===== config.mk =====
export PLATFORM = sky130hd
export DESIGN_NAME = core_vendor_control_regs
export DESIGN_NICKNAME = d
export VERILOG_FILES = /design/src/core_vendor_pkg.sv /design/src/sync2.sv /design/src/dirty_index_tracker.sv /design/src/core_vendor_control_regs.sv
export VERILOG_INCLUDE_DIRS = /design/src
export SDC_FILE = /design/constraint.sdc
export NUM_CORES = 1
export LEC_CHECK = 0
export BUFFER_PORTS_ARGS = -buffer_cell sky130_fd_sc_hd__buf_2
export CAP_MARGIN = 10
export CORE_MARGIN = 2
export CORE_UTILIZATION = 45
export DETAILED_ROUTE_END_ITERATION = 8
export PLACE_DENSITY = 0.74
export SYNTH_ARGS = -nofsm -noshare
export SYNTH_HDL_FRONTEND = slang
export SYNTH_HIERARCHICAL = 1
export SYNTH_SLANG_ARGS = --single-unit

===== constraint.sdc =====
create_clock -name clk -period 3.1 [get_ports clk]
set_input_delay 0.31 -clock clk [delete_from_list [all_inputs] [get_ports clk]]
set_output_delay 0.31 -clock clk [all_outputs]
set_load 0.01 [all_outputs]

===== src/core_vendor_regs.svh =====
`ifndef CORE_VENDOR_REGS_SVH
`define CORE_VENDOR_REGS_SVH
`define OPC_MAIN 3'h0
`define OPC_WFI 3'h2
`define SEL_SIZE 4'h0
`define SEL_CFG 4'h1
`define SEL_HIGH 4'h2
`define SEL_LOW 4'h3
`define SEL_THREAD 4'h4
`define SEL_STATUS 4'h8
`define CFG_STREAM_BIT 7
`define CFG_RSVD_BIT 6
`define CFG_OS_BIT 5
`define CFG_CLEAN_BIT 2
`define CFG_TRANSP_BIT 1
`define CFG_LOCK_BIT 0
`define CFG_WR_MASK 32'h000000A7
`define CFG_RESET 32'h00000001
`define STAT_DIRTY_BIT 31
`define STAT_ABORT_BIT 4
`define IDX_LSB_DEF 4
`define IDX_W_DEF 8
`define THREAD_W_DEF 16
`define CACHE_SIZE_DEF 32'h00000000
`endif


===== src/core_vendor_pkg.sv =====
package core_vendor_pkg;
   typedef struct packed {
      logic valid;
      logic write;
      logic [2:0] opc2;
      logic [3:0] sel;
      logic [31:0] wdata;
   } cp_req_t;
   typedef struct packed {
      logic valid;
      logic [31:0] rdata;
   } cp_rsp_t;
   typedef enum logic [6:0] {
      TGT_NONE = 7'h01,
      TGT_CFG = 7'h02,
      TGT_HIGH = 7'h04,
      TGT_LOW = 7'h08,
      TGT_THREAD = 7'h10,
      TGT_STATUS = 7'h20,
      TGT_WFI = 7'h40
   } target_t;
endpackage


===== src/sync2.sv =====
`timescale 1ns/1ps
`default_nettype none
module sync2 (
   input wire logic clk,
   input wire logic rst,
   input wire logic din,
   output logic dout
);
   logic meta_r;
   // Under reset both stages load the pin, so a strap level is ready at the output after the first reset edge
   always_ff @(posedge clk) begin
      if (rst) begin
         meta_r <= din;
         dout <= din;
      end else begin
         meta_r <= din;
         dout <= meta_r;
      end
   end
endmodule
`default_nettype wire


===== src/dirty_index_tracker.sv =====
`timescale 1ns/1ps
`default_nettype none
module dirty_index_tracker #(
   parameter int IDX_W = 8
) (
   input wire logic clk,
   input wire logic rst,
   input wire logic dirtyEvt,
   input wire logic [IDX_W-1:0] dirtyIdx,
   input wire logic clearEvt,
   input wire logic wrHigh,
   input wire logic wrLow,
   input wire logic [IDX_W-1:0] wrValue,
   output logic [IDX_W-1:0] highIdx,
   output logic [IDX_W-1:0] lowIdx,
   output logic anyDirty
);
   logic [IDX_W-1:0] highBase;
   logic [IDX_W-1:0] lowBase;
   always_comb begin
      highBase = highIdx;
      lowBase = lowIdx;
      if (clearEvt) begin
         highBase = '0;
         lowBase = '1;
      end else begin
         if (wrHigh) begin
            highBase = wrValue;
         end
         if (wrLow) begin
            lowBase = wrValue;
         end
      end
   end
   // A line dirtied in the clearing cycle still counts
   always_ff @(posedge clk) begin
      if (rst) begin
         highIdx <= '0;
         lowIdx <= '1;
         anyDirty <= 1'b0;
      end else begin
         highIdx <= (dirtyEvt && (clearEvt || dirtyIdx > highBase)) ? dirtyIdx : highBase;
         lowIdx <= (dirtyEvt && (clearEvt || dirtyIdx < lowBase)) ? dirtyIdx : lowBase;
         anyDirty <= dirtyEvt || (anyDirty && !clearEvt);
      end
   end
endmodule
`default_nettype wire


===== src/core_vendor_control_regs.sv =====
`timescale 1ns/1ps
`default_nettype none
`include "core_vendor_regs.svh"
module core_vendor_control_regs #(
   parameter int IDX_LSB = `IDX_LSB_DEF,
   parameter int IDX_W = `IDX_W_DEF,
   parameter int THREAD_W = `THREAD_W_DEF,
   parameter logic [31:0] CACHE_SIZE = `CACHE_SIZE_DEF
) (
   input wire logic clk,
   input wire logic rst,
   input wire core_vendor_pkg::cp_req_t cpReq,
   output core_vendor_pkg::cp_rsp_t cpRsp,
   input wire logic os_select_input,
   input wire logic legacy_mode_force_input,
   output logic legacyMode,
   output logic pidEnable,
   output logic icacheStreamEn,
   input wire logic cleanEntryReq,
   input wire logic cleanSetBit,
   output logic [1:0] cleanSetMask,
   input wire logic lineLoadReq,
   input wire logic copyBackPending,
   input wire logic mem16Bit,
   output logic lineLoadGo,
   output logic copyBackError,
   input wire logic swapActive,
   input wire logic swapCacheable,
   input wire logic noncacheable_buffered,
   output logic busLock,
   output logic swapUnbuffered,
   input wire logic lineDirtyEvt,
   input wire logic [IDX_W-1:0] lineDirtyIdx,
   input wire logic dcacheFlush,
   input wire logic dcacheCleanDone,
   input wire logic extAbortEvt,
   output logic wfiPulse
);
   // Opcode and select to one target; status is read-only, the wait code write-only
   function automatic core_vendor_pkg::target_t decodeTarget(
      input logic [2:0] opc2,
      input logic [3:0] sel,
      input logic isWrite
   );
      core_vendor_pkg::target_t t;
      t = core_vendor_pkg::TGT_NONE;
      if (opc2 == `OPC_MAIN) begin
         case (sel)
            `SEL_CFG: begin
               t = core_vendor_pkg::TGT_CFG;
            end
            `SEL_HIGH: begin
               t = core_vendor_pkg::TGT_HIGH;
            end
            `SEL_LOW: begin
               t = core_vendor_pkg::TGT_LOW;
            end
            `SEL_THREAD: begin
               t = core_vendor_pkg::TGT_THREAD;
            end
            `SEL_STATUS: begin
               t = isWrite ? core_vendor_pkg::TGT_NONE : core_vendor_pkg::TGT_STATUS;
            end
            default: begin
               t = core_vendor_pkg::TGT_NONE;
            end
         endcase
      end else if (opc2 == `OPC_WFI && sel == `SEL_STATUS && isWrite) begin
         t = core_vendor_pkg::TGT_WFI;
      end
      return t;
   endfunction

   // Index field placed in a 32-bit word, other bits zero
   function automatic logic [31:0] placeIdx(input logic [IDX_W-1:0] idx);
      logic [31:0] w;
      w = 32'h00000000;
      w[IDX_LSB +: IDX_W] = idx;
      return w;
   endfunction

   core_vendor_pkg::target_t tgt;
   logic wrEn;
   logic rdEn;
   logic sizeRead;
   logic osSync;
   logic forceSync;
   logic [31:0] cfg_r;
   logic [31:0] cfg_nxt;
   logic [THREAD_W-1:0] thread_r;
   logic abort_r;
   logic statusRead;
   logic copyBackError_r;
   logic [IDX_W-1:0] highIdx;
   logic [IDX_W-1:0] lowIdx;
   logic anyDirty;
   logic [31:0] rdata_nxt;
   logic cfgWrite;
   logic threadWrite;
   logic highWrite;
   logic lowWrite;
   logic wfiWrite;
   logic idxClear;
   logic [31:0] cfgView;
   logic [31:0] statusWord;

   // Both pins are asynchronous to the core clock
   sync2 uOsSync (
      .clk(clk),
      .rst(rst),
      .din(os_select_input),
      .dout(osSync)
   );

   sync2 uForceSync (
      .clk(clk),
      .rst(rst),
      .din(legacy_mode_force_input),
      .dout(forceSync)
   );

   assign tgt = decodeTarget(cpReq.opc2, cpReq.sel, cpReq.write);
   assign wrEn = cpReq.valid && cpReq.write;
   assign rdEn = cpReq.valid && !cpReq.write;
   // Cache size is hard-wired: reads only, writes fall through as no-ops
   assign sizeRead = rdEn && cpReq.opc2 == `OPC_MAIN && cpReq.sel == `SEL_SIZE;
   assign statusRead = rdEn && tgt == core_vendor_pkg::TGT_STATUS;
   assign cfgWrite = wrEn && tgt == core_vendor_pkg::TGT_CFG;
   assign threadWrite = wrEn && tgt == core_vendor_pkg::TGT_THREAD;
   assign highWrite = wrEn && tgt == core_vendor_pkg::TGT_HIGH;
   assign lowWrite = wrEn && tgt == core_vendor_pkg::TGT_LOW;
   assign wfiWrite = wrEn && tgt == core_vendor_pkg::TGT_WFI;
   // A whole flush and the end of a full clean reset the dirty window alike
   assign idxClear = dcacheFlush || dcacheCleanDone;

   // Configuration: only the defined bits are stored, bit 6 and bits 4:3 read zero
   always_comb begin
      cfg_nxt = cfg_r;
      if (cfgWrite) begin
         cfg_nxt = cpReq.wdata & `CFG_WR_MASK;
      end
   end

   // The OS bit follows the synchronised pin for as long as reset is held
   always_ff @(posedge clk) begin
      if (rst) begin
         cfg_r <= `CFG_RESET;
         cfg_r[`CFG_OS_BIT] <= osSync;
      end else begin
         cfg_r <= cfg_nxt;
      end
   end

   // Only the low field of the thread word is stored; upper bits read zero
   always_ff @(posedge clk) begin
      if (rst) begin
         thread_r <= '0;
      end else if (threadWrite) begin
         thread_r <= cpReq.wdata[THREAD_W-1:0];
      end
   end

   // Abort flag: a new abort wins over the clearing read
   always_ff @(posedge clk) begin
      if (rst) begin
         abort_r <= 1'b0;
      end else begin
         abort_r <= extAbortEvt || (abort_r && !statusRead);
      end
   end

   // Dirty window of the data cache
   dirty_index_tracker #(
      .IDX_W(IDX_W)
   ) uTracker (
      .clk(clk),
      .rst(rst),
      .dirtyEvt(lineDirtyEvt),
      .dirtyIdx(lineDirtyIdx),
      .clearEvt(idxClear),
      .wrHigh(highWrite),
      .wrLow(lowWrite),
      .wrValue(cpReq.wdata[IDX_LSB +: IDX_W]),
      .highIdx(highIdx),
      .lowIdx(lowIdx),
      .anyDirty(anyDirty)
   );

   // Mode outputs
   assign legacyMode = cfg_r[`CFG_OS_BIT] || forceSync;
   assign pidEnable = !legacyMode;
   assign icacheStreamEn = !cfg_r[`CFG_STREAM_BIT];

   // Single-entry clean: bit 1 of the mask is set 1, bit 0 is set 0
   always_comb begin
      cleanSetMask = 2'h0;
      if (cleanEntryReq) begin
         if (cfg_r[`CFG_CLEAN_BIT]) begin
            cleanSetMask = cleanSetBit ? 2'h2 : 2'h1;
         end else begin
            cleanSetMask = 2'h3;
         end
      end
   end

   // Line load sequencing against copy-back
   always_comb begin
      lineLoadGo = 1'b0;
      if (lineLoadReq) begin
         if (!copyBackPending) begin
            lineLoadGo = 1'b1;
         end else if (cfg_r[`CFG_TRANSP_BIT] && mem16Bit) begin
            lineLoadGo = 1'b1;
         end else begin
            lineLoadGo = 1'b0;
         end
      end
   end

   // Transparent mode on a 32-bit memory is a misconfiguration, flagged per copy-back
   always_ff @(posedge clk) begin
      if (rst) begin
         copyBackError_r <= 1'b0;
      end else begin
         copyBackError_r <= copyBackPending && cfg_r[`CFG_TRANSP_BIT] && !mem16Bit;
      end
   end
   assign copyBackError = copyBackError_r;

   // Swap locking
   always_comb begin
      busLock = 1'b0;
      swapUnbuffered = 1'b0;
      if (swapActive && cfg_r[`CFG_LOCK_BIT] && !swapCacheable) begin
         busLock = 1'b1;
         swapUnbuffered = noncacheable_buffered;
      end else begin
         busLock = 1'b0;
         swapUnbuffered = 1'b0;
      end
   end

   // Bit 5 reads back the effective mode, stored or forced
   always_comb begin
      cfgView = cfg_r;
      cfgView[`CFG_OS_BIT] = legacyMode;
   end

   always_comb begin
      statusWord = 32'h00000000;
      statusWord[`STAT_DIRTY_BIT] = anyDirty;
      statusWord[`STAT_ABORT_BIT] = abort_r;
   end

   // Read data mux
   always_comb begin
      rdata_nxt = 32'h00000000;
      if (sizeRead) begin
         rdata_nxt = CACHE_SIZE;
      end else begin
         case (tgt)
            core_vendor_pkg::TGT_CFG: begin
               rdata_nxt = cfgView;
            end
            core_vendor_pkg::TGT_HIGH: begin
               rdata_nxt = placeIdx(highIdx);
            end
            core_vendor_pkg::TGT_LOW: begin
               rdata_nxt = placeIdx(lowIdx);
            end
            core_vendor_pkg::TGT_THREAD: begin
               rdata_nxt[THREAD_W-1:0] = thread_r;
            end
            core_vendor_pkg::TGT_STATUS: begin
               rdata_nxt = statusWord;
            end
            default: begin
               rdata_nxt = 32'h00000000;
            end
         endcase
      end
   end

   // Every read is answered one cycle later; unmapped reads return zero
   always_ff @(posedge clk) begin
      if (rst) begin
         cpRsp <= '0;
      end else begin
         cpRsp.valid <= rdEn;
         cpRsp.rdata <= rdEn ? rdata_nxt : 32'h00000000;
      end
   end

   // Operand of the legacy wait request is discarded
   always_ff @(posedge clk) begin
      if (rst) begin
         wfiPulse <= 1'b0;
      end else begin
         wfiPulse <= wfiWrite;
      end
   end
endmodule
`default_nettype wire


### Yosys cells after proc, flatten, opt, wreduce, memory -nomap -nowiden

Cells that the tools add are included.

* logic and storage cells: 94
* output and inout bits: 43
* register bits after elaboration: 78
* bits of input ports: 65

* equality and inequality tests: 12
* multiplexer cells: 23
* reductions and logical operators: 39
* order comparisons: 2
* bitwise logic cells: 2

Operators with widths (count)
* 16-bit one-hot mux with 5 select lines: 1
* 8-bit two-way mux: 6
* 6-bit one-hot mux with 5 select lines: 1
* 1-bit logical AND: 21
* 6-bit two-way mux: 3
* 7-bit two-way mux: 2
* 4-bit by 2-bit == test with 1-bit output (second input constant): 2
* 8-bit greater-than comparator: 1
* 8-bit < comparator: 1
* 7-bit by 2-bit == test with 1-bit output (second input constant): 1
* 7-bit by 3-bit == test with 1-bit output (second input constant): 1
* 7-bit by 4-bit == test with 1-bit output (second input constant): 1
* 7-bit by 5-bit == test with 1-bit output (second input constant): 1
* 7-bit by 6-bit == test with 1-bit output (second input constant): 1
* 7-bit == test (second input constant): 1
* 1-bit zero test: 7
* 1-bit two-way mux: 7
* 1-bit logical OR: 6
* 2-bit two-way mux: 3
* 4-bit by 1-bit == test with 1-bit output (second input constant): 1
* 4-bit by 3-bit == test with 1-bit output (second input constant): 1
* 4-bit == test (second input constant): 1
* 4-bit zero test: 1
* 4-bit OR reduction: 1
* other kinds (5): 6

### Logic depth before layout (Yosys ltp)

* depth after elaboration: 13
* gate-level depth with buffers: 14
* gate-level depth less buffers: 11

### Hierarchy

Netlist, hierarchy kept.

Modules (own cells, without submodules)
* core_vendor_control_regs: area an instance 2107.0 um^2, instances 1, cells each 225, seq. area each 850.8 um^2
* dirty_index_tracker: area an instance 1263.7 um^2, instances 1, cells each 136, seq. area each 340.3 um^2
* sync2: area an instance 55.1 um^2, instances 2, cells each 3, seq. area each 40.0 um^2

### Worst setup path after synthesis

Ideal clock, no wire load.

* path type: in2reg
* from: in cpReq[34] (netlist name)
* to: reg uTracker.highIdx[0]
* required time: 2979 ps
* arrival time: 3079 ps
* setup slack: -100 ps
* library setup time: 121 ps
* buffers on the path: 2
* stages: 13
* cells stage by stage: nor4_2 buf_2 nand2_1 nor2_1 buf_2 mux2i_1 or2_2 ha_1 a211oi_1 o211ai_1 o311ai_1 a21oi_2 mux2_2

* cells in the longest elaborated chain, start to end: 13
* elaborated cells between the ends (all ways): 18
* those cells by class: order compare: 1; eq/ne: 6; mux: 6; reduce/logical: 5

Ends and longest elaborated chain
* start, declared: RTL line core_vendor_control_regs.sv:12 `input wire core_vendor_pkg::cp_req_t cpReq,`
* 4-bit == test: RTL line core_vendor_control_regs.sv:48 `case (sel)`
* 1-bit logical AND (no line)
* 1-bit logical AND: RTL line core_vendor_control_regs.sv:68 `` end else if (opc2 == `OPC_WFI && sel == `SEL_STATUS && isWrite) begin ``
* 7-bit two-way mux: RTL line core_vendor_control_regs.sv:68
* 7-bit two-way mux *: RTL line core_vendor_control_regs.sv:47 `` if (opc2 == `OPC_MAIN) begin ``
* 7-bit by 3-bit == test with 1-bit output *: RTL line core_vendor_control_regs.sv:130 `assign highWrite = wrEn && tgt == core_vendor_pkg::TGT_HIGH;`
* 1-bit logical AND *: RTL line core_vendor_control_regs.sv:130
* via highWrite: RTL line core_vendor_control_regs.sv:100 `logic highWrite;`
* 8-bit two-way mux *: RTL line dirty_index_tracker.sv:27 `if (wrHigh) begin`
* 8-bit two-way mux *: RTL line dirty_index_tracker.sv:23 `if (clearEvt) begin`
* 8-bit greater-than comparator: RTL line dirty_index_tracker.sv:42 `highIdx <= (dirtyEvt && (clearEvt || dirtyIdx > highBase)) ? dirtyIdx : highBase;`
* 1-bit logical OR: RTL line dirty_index_tracker.sv:42
* 1-bit logical AND: RTL line dirty_index_tracker.sv:42
* 8-bit two-way mux *: RTL line dirty_index_tracker.sv:42
* end signal, assigned: RTL line dirty_index_tracker.sv:42
* end, declared: RTL line dirty_index_tracker.sv:14 `output logic [IDX_W-1:0] highIdx,`

Mark *: on every way through the listed nets, which the timed path passes. The rest lies on a longest branch.
A chain may end at the register's enable or synchronous reset.

### Final worst setup path

* from: in cpReq[34] (netlist name)
* to: reg uTracker.highIdx[4]

Same word-level chain as after synthesis.

==> key figures <==
STA
  • Tmin final: 2.78 ns
  • Slew HR: 0.494
  • Worst Tran Pin Value: approximately 0.76 ns
  • PnR worst setup slack: around 0.32 ns
  • Unrepaired setup endpoints after global routing: false
  • Fin crit share: 0.898
  • Pins Over Slew Limit: 0
  • Clock skew: 0.00629 ns
  • Final setup viols: 0
  • Max Fclk: 0.359 GHz
  • Fin. Hold Viols: 0

Floorplanning
  • CORE AREA: ~7600 um2
  • IO Count: 108
  • # rows: 32
  • Die Footprint: ~8500 um2
  • Chip Width: between 90 and 100 um
  • Initial Util: 0.458
  • Die height: just over 90 um

Setup path
  • Reg2reg end: uTracker/highIdx[4]
  • CP startpoint: cpReq[34]
  • Reg-to-Reg Start: uTracker/highIdx[7]
  • Worst setup EP type: flip-flop
  • CP max FO: 8
  • Crit start category: input pin
  • Crit Path Class: input pin to flip-flop
  • Worst EP required: 3.34 ns
  • Worst R2R Setup Slack: roughly 0.80 ns
  • R2R depth: 8
  • Critical Path AT: between 3 and 4 ns

Run status
  • Status: finished clean

Min path
  • Hold_sp: legacy_mode_force_input
  • Hold Path Depth: 1
  • Endpoint, Worst Hold: uForceSync/meta_r
  • Worst hold path type: input pin to flip-flop

Synth
  • Yosys warnings: 6
  • Cells after synthesis: approximately 370
  • Yosys reg bits: 63
  • Unique masters post-synth: between 50 and 60
  • Top_reg_cell synth: dfxtp_1
  • Synth Area per Inst: approximately 9.5 um2
  • Post-Syn Area: between 3000 and 4000 um2
  • Post-synthesis sequential area ratio: 0.365
  • Post-synth EDFFs: 1
  • Ys async rst share: 0

Global routing
  • Initial antenna violation count: 0
  • Total congestion overflow: 0
  • Largest net degree at the start of global routing: 38
  • First-pass GRT wire length: around 13 mm
  • Vias in the first global route: ~2.8k
  • Total GRT Usage: 0.199

CTS
  • CTS clk-pin slew, worst paths: ~0.070 ns
  • Inserted Clock Buffers: 9
  • CTS Hold Bufs: 0
  • Clk root buf: clkbuf_8
  • Post-CTS setup buffers: 0
  • H-tree level count: 3
  • Clk buf depth: 2
  • CTS tree: done
  • Clock sinks: 63
  • Post-CTS Resized: 0
  • Clock Latency Late Sink: approximately 0.35 ns

Routing
  • DR vias/cell: between 5 and 6
  • Post-route DRC: 0
  • Routed wire length: approximately 8.0 mm
  • Antenna Nets Post-Route: 0
  • Routed vias: 2874
  • Pre-antenna DRT Iters: 4
  • Detailed Route Iter0 Violations: around 130
  • Post-DR wirelength/cell: 14.5 um

Cells and area
  • Commonest non-fill, non-tap cell in the layout: buf_2
  • # diodes: 0
  • Most frequent cells in the layout: buf_2, dfxtp_1, nand2b_1
  • Final nets: about 530
  • Post-route cell area: roughly 4200 um2
  • Area growth from synthesis to layout: 20.5%
  • Layout cell share with drive strength beyond 1: 0.318
  • Final Util: 0.551

Job
  • Max_cap viols: 0

Placed design
  • Area after detailed placement: 3960 um2
  • GPL Wtd Cong: around 0.8
  • Port Buffers: between 70 and 80
  • DP Worst Slack: -0.0827 ns
  • DP HPWL: between 6 and 7 mm

Pwr
  • PD cells: 454 nW/um2
  • Peak supply drop: 0.000195 V
  • Static leakage: between 0.0015 and 0.002 uW
stage by stage:
step                hold WS [ns]  total power, uW  cells  setup TNS [ns]
finish                    0.0697             1910    555               0
global route              0.0664             1980    555               0
CTS                       0.0609             1920    555               0
detailed placement         0.430             1070    539          -0.580
global placement           0.429             1070    539          -0.302
floorplan                  0.338              999    381               0
routing by layer:
metal | wire [um] | track usage
met4 | 110 | 0.0970
met1 | 3700 | 0.250
met2 | 3770 | 0.325
met3 | 442 | 0.0394
met5 | 0 | 0
critical path, stage by stage:
cell and delay, ns:
buf_2 0.12, nor4_4 0.37, nand2_1 0.09, nor2_1 0.10, buf_4 0.18, mux2i_1 0.08
or2_2 0.29, ha_1 0.30, o21ai_0 0.10, o211ai_1 0.17, o311ai_1 0.13, a21oi_2 0.39
mux2_2 0.39
cell families after synthesis:
group	after synthesis	share of synthesized area
AND/OR/NAND/NOR	152	0.261
flip-flops	63	0.365
AO/OA/AOI/OAI	53	0.125
buffers and inverters	42	0.0676
multiplexers	41	0.126
adder cells (fa/ha/maj)	15	0.0539
other	1	0.00108
flip-flops by register name, summed over array words and instances, names as in the netlist:
| signal | cells |
|---|---|
| uOsSync/dout | 1 |
| uTracker/highIdx | 8 |
| copyBackError | 1 |
| uOsSync/meta_r | 1 |
| wfiPulse | 1 |
| uForceSync/meta_r | 1 |
| uForceSync/dout | 1 |
| cfg_r | 5 |
| cpRsp | 18 |
| uTracker/lowIdx | 8 |
| uTracker/anyDirty | 1 |
| abort_r | 1 |
| thread_r | 16 |
cell type report:
type                       instances  area, um2
clock buffer                      10        149
clock inverter                     6       90.1
fill                             706       3410
inverter                           8       30.0
multi-input combinational        276       2040
sequential                        63       1270
tap                              102        128
timing repair buffer              90        485
report_power, final:
group / internal, uW / total, uW / switching, uW
clock: 504 / 852 / 348
combinational: 96.2 / 218 / 122
sequential: 828 / 836 / 8.22
total: 1430 / 1910 / 478
cell usage after synthesis (all sizes together) (2+ instances only):
library cell / count / share of area
a311oi: 7 / 0.018
a211oi: 12 / 0.026
a21boi: 3 / 0.0065
and2b: 3 / 0.0065
buf: 20 / 0.044
inv: 8 / 0.0086
nand2b: 38 / 0.068
clkbuf: 14 / 0.015
nor3b: 3 / 0.0065
nand2: 9 / 0.0097
o21ai: 6 / 0.0097
mux2i: 28 / 0.081
a21oi: 6 / 0.014
or3: 2 / 0.0036
dfxtp: 62 / 0.36
nor2b: 13 / 0.023
nor3: 6 / 0.015
nand4: 9 / 0.016
mux2: 13 / 0.045
and2: 6 / 0.011
nand3: 23 / 0.033
nor2: 23 / 0.025
or2: 10 / 0.018
a2bb2oi: 8 / 0.020
o311ai: 2 / 0.010
o211ai: 2 / 0.0043
ha: 15 / 0.054
nor4b: 3 / 0.013
how the worst max path moves through the flow:
stage	to	slack [ns]	cells past startpoint
after floorplan	uTracker/lowIdx[1]	0.02	13
after global placement	uTracker/highIdx[3]	-0.04	13
after detailed placement	uTracker/highIdx[2]	-0.08	13
after CTS	uTracker/highIdx[2]	0.28	13
after global routing	uTracker/highIdx[6]	0.08	13
final	uTracker/highIdx[4]	0.32	13
Note: power is estimated with default switching activity, not from simulation.
